File: src/include/gtm_pkg.sv
// constants and types for the gpio test mux and scan setup block
package gtm_pkg;
  localparam int GTM_PINS = 10;
  localparam logic [3:0] GTM_IND_RESET = 4'hF;
  localparam logic [2:0] GTM_FS_RESET = 3'h0;
  localparam logic [3:0] GTM_CLKOUT_PIN_A = 4'h4;
  localparam logic [3:0] GTM_CLKOUT_PIN_B = 4'h6;
  localparam int GTM_SDA_PIN = 1;
  localparam int GTM_DBG_DATA_PIN = 4;
  localparam int GTM_DBG_CLOCK_PIN = 5;
  localparam int GTM_LED_PIN = 5;
  localparam int GTM_SCAN_IN0_PIN = 0;
  localparam int GTM_SCAN_IN1_PIN = 1;
  localparam int GTM_SCAN_OUT0_PIN = 2;
  localparam int GTM_SCAN_OUT1_PIN = 3;
  localparam int GTM_SCAN_EN_PIN = 4;
  localparam int GTM_SCAN_CLK_PIN = 5;
  // register offsets
  localparam logic [1:0] GTM_ADDR_TEST = 2'h0;
  localparam logic [1:0] GTM_ADDR_ROLE = 2'h1;
  localparam logic [1:0] GTM_ADDR_STAT = 2'h2;
  // test register fields
  localparam int GTM_TEST_IND_LSB = 0;
  localparam int GTM_TEST_FS_LSB = 4;
  // role register fields
  localparam int GTM_ROLE_CLK4 = 0;
  localparam int GTM_ROLE_CLK6 = 1;
  localparam int GTM_ROLE_SDA = 2;
  localparam int GTM_ROLE_DBG = 3;
  localparam int GTM_ROLE_LED = 4;
  localparam int GTM_ROLE_SCAN = 7;
  localparam logic [7:0] GTM_ROLE_RESET = 8'h00;
  typedef enum logic [7:0] {
    GTM_FS_NONE = 8'h01,
    GTM_FS_SENSE = 8'h02,
    GTM_FS_FORCE = 8'h04,
    GTM_FS_FORCE_SENSE = 8'h08,
    GTM_FS_ACCURATE = 8'h10,
    GTM_FS_DIFF = 8'h20,
    GTM_FS_FORCE_PU = 8'h40,
    GTM_FS_FORCE_SENSE_PU = 8'h80
  } gtm_fs_e;
endpackage : gtm_pkg

File: src/gtm_mux.sv
// pin mux for gpio test access, special roles and scan mode
//
// Decided for this implementation: the register addresses and the address-and-strobe port.
`timescale 1ns/1ns
`default_nettype none
module gtm_mux (
  input wire logic clock,
  input wire logic reset,
  input wire logic [1:0] reg_addr,
  input wire logic [7:0] reg_wdata,
  input wire logic reg_write,
  input wire logic reg_read,
  output logic [7:0] reg_rdata,
  input wire logic scan_request,
  input wire logic clk_sys_out,
  input wire logic sda_drive_low,
  input wire logic dbg_data_out,
  input wire logic dbg_data_oe,
  input wire logic led_on,
  input wire logic [1:0] scan_out_data,
  input wire logic [9:0] pad_in,
  output logic [9:0] pad_out,
  output logic [9:0] pad_oe_n,
  output logic [9:0] pin_in,
  output logic [9:0] pullup_en,
  output logic [9:0] atb_sense0_sel,
  output logic [9:0] atb_sense1_sel,
  output logic [9:0] atb_force_sel,
  output logic [9:0] accurate_sel,
  output logic gpio_interval,
  output logic debug_data_pin,
  output logic debug_clock_pin,
  output logic led_drive,
  output logic [1:0] scan_in_data,
  output logic scan_enable,
  output logic scan_clock,
  output logic scan_mode
);
  import gtm_pkg::*;

  // ****************************************************
  // registers
  // ****************************************************
  logic [3:0] ind_reg;
  logic [2:0] fs_reg;
  logic [7:0] role_reg;
  logic scan_reg;
  logic [9:0] sync1_reg, sync2_reg, sync3_reg, pin_reg;
  logic test_write, role_write;

  // ****************************************************
  // register write decode
  // ****************************************************
  // one place decides which register a strobe hits
  function automatic logic gtm_hit(input logic strobe, input logic [1:0] addr,
                                   input logic [1:0] target);
    return strobe && addr == target;
  endfunction : gtm_hit

  assign test_write = gtm_hit(reg_write, reg_addr, GTM_ADDR_TEST);
  assign role_write = gtm_hit(reg_write, reg_addr, GTM_ADDR_ROLE);

  always_ff @(posedge clock or posedge reset) begin
    if (reset) begin
      ind_reg <= GTM_IND_RESET;
      fs_reg <= GTM_FS_RESET;
      role_reg <= GTM_ROLE_RESET;
    end else if (test_write) begin
      ind_reg <= reg_wdata[GTM_TEST_IND_LSB +: 4];
      fs_reg <= reg_wdata[GTM_TEST_FS_LSB +: 3];
    end else if (role_write) begin
      role_reg <= reg_wdata;
    end
  end

  // ****************************************************
  // scan mode latch
  // ****************************************************
  // sticky: nothing but power-on reset clears it
  always_ff @(posedge clock or posedge reset) begin
    if (reset) begin
      scan_reg <= 1'b0;
    end else if (scan_request || (role_write && reg_wdata[GTM_ROLE_SCAN])) begin
      scan_reg <= 1'b1;
    end
  end
  assign scan_mode = scan_reg;

  // ****************************************************
  // register read back
  // ****************************************************
  // idle cycles and unmapped offsets read as zero

  always_ff @(posedge clock or posedge reset) begin
    if (reset) begin
      reg_rdata <= 8'h00;
    end else if (reg_read) begin
      case (reg_addr)
        GTM_ADDR_TEST: reg_rdata <= {1'b0, fs_reg, ind_reg};
        // bit 7 shows the scan latch, not the written bit
        GTM_ADDR_ROLE: reg_rdata <= {scan_reg, role_reg[6:0]};
        GTM_ADDR_STAT: reg_rdata <= {7'h00, scan_reg};
        default: reg_rdata <= 8'h00;
      endcase
    end else begin
      reg_rdata <= 8'h00;
    end
  end

  // ****************************************************
  // pad input synchroniser, three stages
  // ****************************************************
  always_ff @(posedge clock or posedge reset) begin
    if (reset) begin
      sync1_reg <= 10'h000;
      sync2_reg <= 10'h000;
      sync3_reg <= 10'h000;
      pin_reg <= 10'h000;
    end else begin
      // three flops keep metastable levels off pin_reg
      sync1_reg <= pad_in;
      sync2_reg <= sync1_reg;
      sync3_reg <= sync2_reg;
      // change accepted only when stages two and three agree
      pin_reg <= (sync2_reg == sync3_reg) ? sync3_reg : pin_reg;
    end
  end

  // ****************************************************
  // test bus decode
  // ****************************************************
  function automatic logic [9:0] gtm_onehot(input logic [3:0] idx);
    logic [9:0] v;
    v = 10'h000;
    // index 10 to 15 selects nothing
    if (idx < 4'hA) begin
      v[idx] = 1'b1;
    end
    return v;
  endfunction : gtm_onehot

  // ****************************************************
  // mode decode
  // ****************************************************
  // one-hot mode so every case arm is a single bit
  gtm_fs_e fs_mode;
  always_comb begin
    case (fs_reg)
      3'h0: fs_mode = GTM_FS_NONE;
      3'h1: fs_mode = GTM_FS_SENSE;
      3'h2: fs_mode = GTM_FS_FORCE;
      3'h3: fs_mode = GTM_FS_FORCE_SENSE;
      3'h4: fs_mode = GTM_FS_ACCURATE;
      3'h5: fs_mode = GTM_FS_DIFF;
      3'h6: fs_mode = GTM_FS_FORCE_PU;
      default: fs_mode = GTM_FS_FORCE_SENSE_PU;
    endcase
  end

  logic [9:0] sel, sel_up;
  // next pin up; pin 9 has no neighbour
  assign sel = scan_reg ? 10'h000 : gtm_onehot(ind_reg);
  assign sel_up = {sel[8:0], 1'b0};

  logic [9:0] s0, s1, fc, acc, pu_off;
  always_comb begin
    s0 = 10'h000;
    s1 = 10'h000;
    fc = 10'h000;
    acc = 10'h000;
    pu_off = 10'h000;
    case (fs_mode)
      GTM_FS_NONE: begin
        s0 = 10'h000;
      end
      GTM_FS_SENSE: begin
        s0 = sel;
        pu_off = sel;
      end
      GTM_FS_FORCE: begin
        fc = sel;
        pu_off = sel;
      end
      GTM_FS_FORCE_SENSE: begin
        fc = sel;
        s0 = sel;
        pu_off = sel;
      end
      GTM_FS_ACCURATE: begin
        acc = sel;
      end
      GTM_FS_DIFF: begin
        s0 = sel;
        s1 = sel_up;
        pu_off = sel | sel_up;
      end
      GTM_FS_FORCE_PU: begin
        fc = sel;
      end
      GTM_FS_FORCE_SENSE_PU: begin
        fc = sel;
        s0 = sel;
      end
      default: begin
        s0 = 10'h000;
      end
    endcase
  end

  // ****************************************************
  // test bus outputs
  // ****************************************************
  // registered so the analog switches never see decode glitches
  always_ff @(posedge clock or posedge reset) begin
    if (reset) begin
      atb_sense0_sel <= 10'h000;
      atb_sense1_sel <= 10'h000;
      atb_force_sel <= 10'h000;
      accurate_sel <= 10'h000;
      pullup_en <= 10'h3FF;
      gpio_interval <= 1'b0;
    end else begin
      atb_sense0_sel <= s0;
      atb_sense1_sel <= s1;
      atb_force_sel <= fc;
      accurate_sel <= acc;
      pullup_en <= ~pu_off;
      // pin 0 has no slicer, so it never feeds the interval
      gpio_interval <= |(acc[9:1] & pin_reg[9:1]);
    end
  end

  // accurate entry masks pin 0 combinationally, no sync delay
  assign pin_in = {pin_reg[9:1], pin_reg[0] & ~acc[0]};

  // ****************************************************
  // special roles and scan
  // ****************************************************
  // led and debug pins follow the scan latch one cycle later, through the output registers
  logic special_on;
  assign special_on = ~scan_reg;
  logic dbg_on;
  assign dbg_on = special_on & role_reg[GTM_ROLE_DBG];

  logic [9:0] out_next, oe_n_next;
  always_comb begin
    out_next = 10'h000;
    oe_n_next = 10'h3FF;
    if (scan_reg) begin
      // scan wins over every other role
      // outputs push-pull, inputs left undriven
      out_next[GTM_SCAN_OUT0_PIN] = scan_out_data[0];
      out_next[GTM_SCAN_OUT1_PIN] = scan_out_data[1];
      oe_n_next[GTM_SCAN_OUT0_PIN] = 1'b0;
      oe_n_next[GTM_SCAN_OUT1_PIN] = 1'b0;
    end else begin
      if (role_reg[GTM_ROLE_CLK4]) begin
        out_next[GTM_CLKOUT_PIN_A] = clk_sys_out;
        oe_n_next[GTM_CLKOUT_PIN_A] = 1'b0;
      end
      if (role_reg[GTM_ROLE_CLK6]) begin
        out_next[GTM_CLKOUT_PIN_B] = clk_sys_out;
        oe_n_next[GTM_CLKOUT_PIN_B] = 1'b0;
      end
      if (role_reg[GTM_ROLE_SDA]) begin
        // open collector: drive only while pulling low
        out_next[GTM_SDA_PIN] = 1'b0;
        oe_n_next[GTM_SDA_PIN] = ~sda_drive_low;
      end
      if (role_reg[GTM_ROLE_DBG]) begin
        // host holds data low when idle; we only drive on request
        out_next[GTM_DBG_DATA_PIN] = dbg_data_out;
        oe_n_next[GTM_DBG_DATA_PIN] = ~dbg_data_oe;
      end
    end
  end

  // ****************************************************
  // output registers
  // ****************************************************
  // pads released and pullups on out of reset
  always_ff @(posedge clock or posedge reset) begin
    if (reset) begin
      pad_out <= 10'h000;
      pad_oe_n <= 10'h3FF;
      led_drive <= 1'b0;
      debug_data_pin <= 1'b0;
      debug_clock_pin <= 1'b0;
      scan_in_data <= 2'h0;
      scan_enable <= 1'b0;
      scan_clock <= 1'b0;
    end else begin
      pad_out <= out_next;
      pad_oe_n <= oe_n_next;
      led_drive <= special_on & role_reg[GTM_ROLE_LED] & led_on;
      debug_data_pin <= dbg_on & pin_reg[GTM_DBG_DATA_PIN];
      debug_clock_pin <= dbg_on & pin_reg[GTM_DBG_CLOCK_PIN];
      scan_in_data <= scan_reg ? {pin_reg[GTM_SCAN_IN1_PIN], pin_reg[GTM_SCAN_IN0_PIN]}
                               : 2'h0;
      scan_enable <= scan_reg & pin_reg[GTM_SCAN_EN_PIN];
      scan_clock <= scan_reg & pin_reg[GTM_SCAN_CLK_PIN];
    end
  end
endmodule : gtm_mux
`default_nettype wire

File: config.mk
export PLATFORM = sky130hd
export DESIGN_NAME = gtm_mux
export DESIGN_NICKNAME = d
export VERILOG_FILES = /design/src/include/gtm_pkg.sv /design/src/gtm_mux.sv
export SDC_FILE = /design/constraint.sdc
export NUM_CORES = 1
export LEC_CHECK = 0
export BUFFER_PORTS_ARGS = -buffer_cell sky130_fd_sc_hd__buf_2
export CORE_MARGIN = 4
export CORE_UTILIZATION = 49
export CTS_BUF_LIST = sky130_fd_sc_hd__clkbuf_2
export CTS_CLUSTER_SIZE = 8
export DETAILED_ROUTE_END_ITERATION = 8
export PLACE_DENSITY = 0.78
export SYNTH_ARGS = -nofsm -noshare
export SYNTH_HDL_FRONTEND = slang
export SYNTH_SLANG_ARGS = --single-unit
File: constraint.sdc
create_clock -name clock -period 4.11 [get_ports clock]
set_input_delay 0.6165 -clock clock [delete_from_list [all_inputs] [get_ports clock]]
set_output_delay 0.6165 -clock clock [all_outputs]
set_load 0.05 [all_outputs]
==> run_results.csv, run 1 <==
group,metric,value,unit
outcome,status,"finished clean",
sta,tns,0,ns
final_layout,final_nets,495,
cts,post-cts-setup-buffer-count,0,
cts,cts_sinks,128,
setup_path,cp_slowest_cell,"dfrtp_1",
setup_path,rr_startpoint,"ind_reg[0]",
global_route,grt_max_degree,66,
route,post-route-drc-count,0,
placed_design,hpwl,6640,um
final_layout,drive_above_1_share,41.6,%
global_route,antenna_found_initial,0,
cts,cts_buffers,17,
setup_path,crit_chain,"nor4_2 -> nand2b_1 -> nor2_1 -> nor2b_1 -> buf_2",
floorplanning,io-pin-count,129,
global_route,grt_pass1_vias,2991,
run,cap_violations,0,
sta,finalWorstSetupSlack,1.04,ns
sta,worst_pin_slew,0.752,ns
sta,slew_violations,0,
final_layout,fillers,764,
sta,fin_crit,3.07,ns
power,peakVddDrop,0.215,mV
worst_hold_path,hold_class,"in -> async",
yosys,ys_seq_elements,128,
route,viasPerCell,4.84,
floorplanning,fp.dieH,106,um
global_route,grt_pass1_wl,15000,um
floorplanning,start_util,50.4,%
setup_path,r2r-end,"pullup_en[1]",
yosys,ys_seq_area_share,68.9,%
floorplanning,core_area,9280,um2
route,dr.pass1.iters,4,
route,wl_per_cell,15.3,um
sta,fin_worst_skew,0.0220,ns
setup_path,cp-end-kind,"output pin",
route,drtAntennaViolNets,0,
route,vias,2927,
setup_path,ff2ff_setup_slack,2.04,ns
final_layout,area_growth_syn_to_layout,20.0,%
setup_path,worst-path-buf-inv,1,
placed_design,dp_cells,563,
cts,cts_root_buffer,"clkbuf_2",
setup_path,criticalPathCategory,"reg -> out",
setup_path,path_delay_family,"simple AND/OR/NAND/NOR gates",
floorplanning,fp.dieW,106,um
final_layout,final_cells,605,
setup_path,r2r_cells,4,
yosys,yosysWarnings,0,
global_route,grt.overflow.total,0,
placed_design,gp_congestion,0.804,
cts,clockBufferDepth,2,
yosys,synthDistinctLibCells,38,
cts,cts_tree,"built",
sta,slew_headroom,49.8,%
route,drt-initial-drc-count,109,
power,power_density,434,nW/um2
cts,cts.clk_slew.worst_paths,0.18,ns
final_layout,diodes,0,
sta,rsz0062_at_grt,"false",
power,power_leakage,2.91,nW
yosys,syn_inst,340,
sta,fin_crit_sh,74.8,%
setup_path,cp.arrival,2.46,ns
placed_design,port_buffers,116,
sta,finalHoldViolations,0,
setup_path,path_max_fanout,17,
sta,finalSetupViolations,0,
cts,clk_latency,0.63,ns
placed_design,dp_slack,1.81,ns
setup_path,cp-start-kind,"register",
global_route,track_usage,17.3,%
setup_path,critPathRequiredTime,3.49,ns
floorplanning,placementRows,35,
cts,h-tree-depth,4,
route,wl,9280,um
sta,max_freq,325,MHz
setup_path,slowest_delay,0.64,ns
yosys,syn_area,4680,um2
yosys,synth_area_per_cell,13.8,um2
floorplanning,die_area,11200,um2
[placed cells by master, fill, tap and decap left out, drive strengths merged, types with 2 or more instances in the layout]
cell type / count
a22oi: 2
a2bb2oi: 4
mux2: 26
nor4b: 2
and2: 22
mux2i: 7
dfstp: 18
nor4: 3
nor2b: 7
a21oi: 8
xor2: 8
inv: 4
o21ai: 3
nand2: 11
dfrtp: 110
nor3b: 2
nand3b: 2
nand2b: 5
xnor2: 2
buf: 118
clkinvlp: 2
and3: 13
nand3: 5
nor3: 2
dlygate4sd3: 10
clkbuf: 17
nor2: 30
conb: 12
bufinv: 3
clkinv: 9
[power by group]
part	internal, mW	total, mW	switching, mW
Combinational	0.0896	0.247	0.157
Sequential	1.32	1.40	0.0810
Clock	0.335	0.789	0.454
Total	1.75	2.44	0.693
[worst max path at each step]
| stage | slack (ns) | depth (start not counted) | startpoint | to |
|---|---|---|---|---|
| after floorplan | 0.11 | 1 | reset | accurate_sel[0] |
| after global placement | 1.91 | 5 | scan_mode | pin_in[0] |
| after detailed placement | 1.81 | 5 | scan_mode | pin_in[0] |
| after CTS | 1.02 | 5 | scan_mode | pin_in[0] |
| after global routing | 0.80 | 5 | scan_mode | pin_in[0] |
| final | 1.04 | 5 | scan_mode | pin_in[0] |
[what timing repair did]
item                                   4_1_cts  5_1_grt
gates resized for setup                      0        0
hold buffers                                 6        4
endpoints found under the hold margin        6        4
[logic make-up after synthesis]
group,count (synthesis),share of synthesized area [%]
AO/OA/AOI/OAI,22,3.05
XOR/XNOR,10,1.87
buffers and inverters,37,4.78
flip-flops,128,68.9
multiplexers,34,8.23
other,2,0.160
AND/OR/NAND/NOR,107,13.0
[cell usage after synthesis]
library cell / instances / share of area, %
a211oi_1: 1 / 0.16
a21o_1: 1 / 0.16
a21oi_1: 8 / 0.85
a222oi_1: 1 / 0.21
a22oi_1: 2 / 0.32
a2bb2oi_1: 4 / 0.75
a31oi_1: 1 / 0.13
and2_1: 22 / 2.9
and3_1: 13 / 1.7
and3b_1: 1 / 0.19
buf_1: 1 / 0.080
buf_2: 2 / 0.21
buf_4: 22 / 3.5
clkbuf_1: 9 / 0.72
conb_1: 2 / 0.16
dfrtp_1: 110 / 59
dfstp_2: 18 / 10
inv_1: 3 / 0.24
mux2_2: 26 / 6.3
mux2i_1: 7 / 1.5
mux4_2: 1 / 0.48
nand2_1: 11 / 0.88
nand2b_1: 5 / 0.67
nand3_1: 5 / 0.53
nand3b_1: 2 / 0.32
nand4_2: 1 / 0.27
nand4bb_1: 1 / 0.24
nor2_1: 30 / 2.4
nor2b_1: 7 / 0.94
nor3_1: 2 / 0.21
nor3b_2: 2 / 0.53
nor4_1: 2 / 0.27
nor4_2: 1 / 0.27
nor4b_2: 2 / 0.64
o21ai_0: 3 / 0.32
o22ai_1: 1 / 0.13
xnor2_1: 2 / 0.37
xor2_1: 8 / 1.5
[per-layer routing]
metal	wire [um]	GRT usage, %	up-vias
li1	-	-	1353
met1	3890	21.5	1469
met2	4730	29.2	92
met3	543	5.51	13
met4	126	5.27	0
met5	0	0	-
[metrics by stage]
step / hold WS, ns / utilization, % / total power, mW / cell area [um2]
floorplan: 0.331 / - / 1.61 / 4720
CTS: 0.000937 / 60.1 / 2.46 / 5580
global placement: 0.331 / 56.7 / 1.65 / 5270
detailed placement: 0.336 / 56.7 / 1.67 / 5270
global route: 0.0525 / 60.6 / 2.55 / 5620
finish: 0.0930 / 60.6 / 2.44 / 5620
[layout make-up]
cell class                 count  area (um2)  area share, %
clock inverter                15         169           3.00
multi-input combinational    185        1270           22.6
timing repair buffer         128         696           12.4
sequential                   128        3230           57.4
inverter                       3        13.8          0.245
tap                          129         161           2.87
clock buffer                  17        85.1           1.51
(Power assumes the default switching activity.)
==> run 2, diff against run 1 <==
- ABC_AREA: not set -> 1
- clock period: 4.11 -> 2.8 ns (I/O delays scaled with it)
==> run_results.csv, run 2 <==
group,metric,value,unit
outcome,status,"finished clean",
sta,max_freq,392,MHz
floorplanning,io-pin-count,129,
setup_path,criticalPathCategory,"reg -> out",
route,wl,9740,um
cts,cts_sinks,128,
sta,rsz0062_at_grt,"false",
yosys,synth_area_per_cell,10.4,um2
cts,h-tree-depth,4,
yosys,syn_area,4710,um2
route,drt-initial-drc-count,150,
yosys,synth_top_area_share,58.5,%
global_route,grt_pass1_vias,3535,
route,dr.pass1.iters,5,
route,post-route-drc-count,0,
floorplanning,fp.dieH,106,um
sta,slew_violations,0,
yosys,yosysMostFrequentCell,"dfrtp_1",
yosys,ys_async_sr_fraction,100,%
sta,worst_pin_slew,0.684,ns
setup_path,slowest_delay,0.47,ns
global_route,grtUsageMet3,5.46,%
route,vias,3412,
power,power_leakage,3.23,nW
sta,finalSetupViolations,0,
sta,tns,0,ns
floorplanning,die_area,11200,um2
global_route,grt_max_degree,129,
setup_path,critPathRequiredTime,2.38,ns
global_route,top_usage_layer,"met2",
final_layout,drive_above_1_share,31.4,%
setup_path,path_max_fanout,15,
yosys,synthFlopType,"dfrtp_1",
sta,slew_headroom,54.4,%
setup_path,startpoint,"fs_reg[0]",
yosys,synth_mux_area_share,0,%
setup_path,cp-start-kind,"register",
setup_path,crit_chain,"inv_4 -> nand2_4 -> nor2_8 -> inv_4 -> nor2_1 -> nor2_1 -> buf_2",
setup_path,cp_slowest_cell,"dfrtp_1",
placed_design,gp_congestion,0.818,
global_route,grtUsageMet1,22.2,%
yosys,synth_top_family_by_area,"simple AND/OR/NAND/NOR gates",
yosys,synth_xor_area_share,0.372,%
final_layout,diodes,0,
yosys,synth_common_cells,"dfrtp_1 (110), nand2_1 (107), nor2_1 (58)",
power,peakVddDrop,0.316,mV
final_layout,final_area,5900,um2
cts,clk_latency,0.66,ns
global_route,antenna_found_initial,0,
final_layout,final_common_cell,"buf_2",
yosys,synth_area_leaders,"dfrtp_1 (58%), dfstp_2 (10%), nand2_1 (8.5%)",
cts,cts_buffers,17,
global_route,grt_pass1_wl,16600,um
route,drtAntennaViolNets,0,
cts,cts_tree,"built",
yosys,synthAdderAreaFrac,0,%
route,wl_per_cell,13.2,um
run,cap_violations,0,
setup_path,cp.arrival,2.13,ns
yosys,yosys.area.top_type,"dfrtp_1",
final_layout,final_cell_mix,"buf_2 (116), dfrtp_1 (109), nand2_1 (107), nor2_1 (58), inv_1 (53)",
yosys,synth_compound_area_share,4.01,%
setup_path,worst-path-buf-inv,3,
placed_design,hpwl,6940,um
yosys,synthDistinctLibCells,30,
cts,cts.clk_slew.worst_paths,0.19,ns
worst_hold_path,hold_class,"in -> reg",
setup_path,path_delay_family,"simple AND/OR/NAND/NOR gates",
final_layout,final_nets,630,
cts,clockBufferDepth,2,
placed_design,placed_area,5320,um2
power,power_density,644,nW/um2
sta,fin_crit,2.55,ns
yosys,synth-edff-count,0,
yosys,ys_seq_elements,128,
floorplanning,fp.dieW,106,um
sta,finalHoldViolations,0,
sta,fin_worst_skew,0.0288,ns
floorplanning,placementRows,35,
final_layout,area_growth_syn_to_layout,25.4,%
worst_hold_path,hp-start,"reg_addr[1]",
setup_path,rr_startpoint,"scan_mode",
yosys,yosys.area_share.simple,17.9,%
floorplanning,start_util,50.7,%
yosys,yosysWarnings,0,
sta,fin_crit_sh,91.1,%
global_route,grt.overflow.total,0,
global_route,use_met2,32.5,%
global_route,track_usage,18.8,%
cts,cts_root_buffer,"clkbuf_2",
yosys,ys_seq_area_share,68.5,%
placed_design,port_buffers,116,
floorplanning,core_area,9280,um2
setup_path,cp-end-kind,"output pin",
yosys,syn_inst,452,
route,viasPerCell,4.61,
## run 2: per-stage QoR
step | instances | hold slack [ns] | setup WS [ns] | power, mW | util, %
after floorplan | 462 | 0.331 | 0.680 | 2.37 | -
after global placement | 681 | 0.331 | 0.906 | 2.44 | 57.3
after detailed placement | 681 | 0.335 | 0.820 | 2.46 | 57.3
after CTS | 740 | 0.00832 | 0.0478 | 3.84 | 63.5
after global routing | 740 | 0.0221 | 0.0499 | 3.98 | 63.6
final | 740 | 0.0724 | 0.248 | 3.80 | 63.6
## run 2: layer usage
layer  routed length [um]  vias up
li1                     -     1639
met1                 3680     1623
met2                 5170      132
met3                  718       18
met4                  175        0
met5                    0        -
## run 2: cells by family (layout without fill, tap and decap cells)
| logic type | Yosys count | after routing |
|---|---|---|
| DFF | 128 | 128 |
| other | 2 | 12 |
| xor gates and xnor gates | 2 | 2 |
| AOI/OAI and AO/OA | 35 | 35 |
| and+or+nand+nor | 196 | 196 |
| buffers and inverters | 89 | 238 |
## run 2: tightest hold or removal path, stage by stage
cell     delay, ns
buf_2         0.10
a21oi_1       0.05
o21ai_0       0.08
inv_1         0.04
## run 2: path summary, 6_finish.rpt
path | end | slack [ns] | cells after the start
worst max-delay path | pin_in[0] | 0.25 | 7
worst min-delay path | reg_rdata[0] | 0.07 | 4
worst max register to register | scan_mode | 1.24 | 2
worst min register to register | sync2_reg[0] | 0.37 | 0
max in group asynchronous | scan_mode | 1.78 | 4
min in group asynchronous | reg_rdata[4] | 0.44 | 4
## run 2: power breakdown
part | internal [mW] | leakage [nW] | switching, mW
combinational | 0.118 | 1.43 | 0.332
clock | 0.622 | 0.175 | 0.723
sequential | 1.94 | 1.63 | 0.0693
total | 2.68 | 3.23 | 1.12
## run 2: final cells by class
cell class              instances  area, um2
flip-flops and latches        128       3230
repair buffers                144        871
fillers                       745       3380
inverters                      62        244
clock inverters                15        220
well taps                     129        161
clock buffers                  17       85.1
multi-input cells             245       1090
## run 2: repair_timing
action | 4_1_cts | 5_1_grt
buffers inserted | 0 | 0
endpoints found under the hold margin | 138 | 0
resized for setup | 0 | 2
hold buffers | 27 | 0
endpoints found under the setup margin | 0 | 1
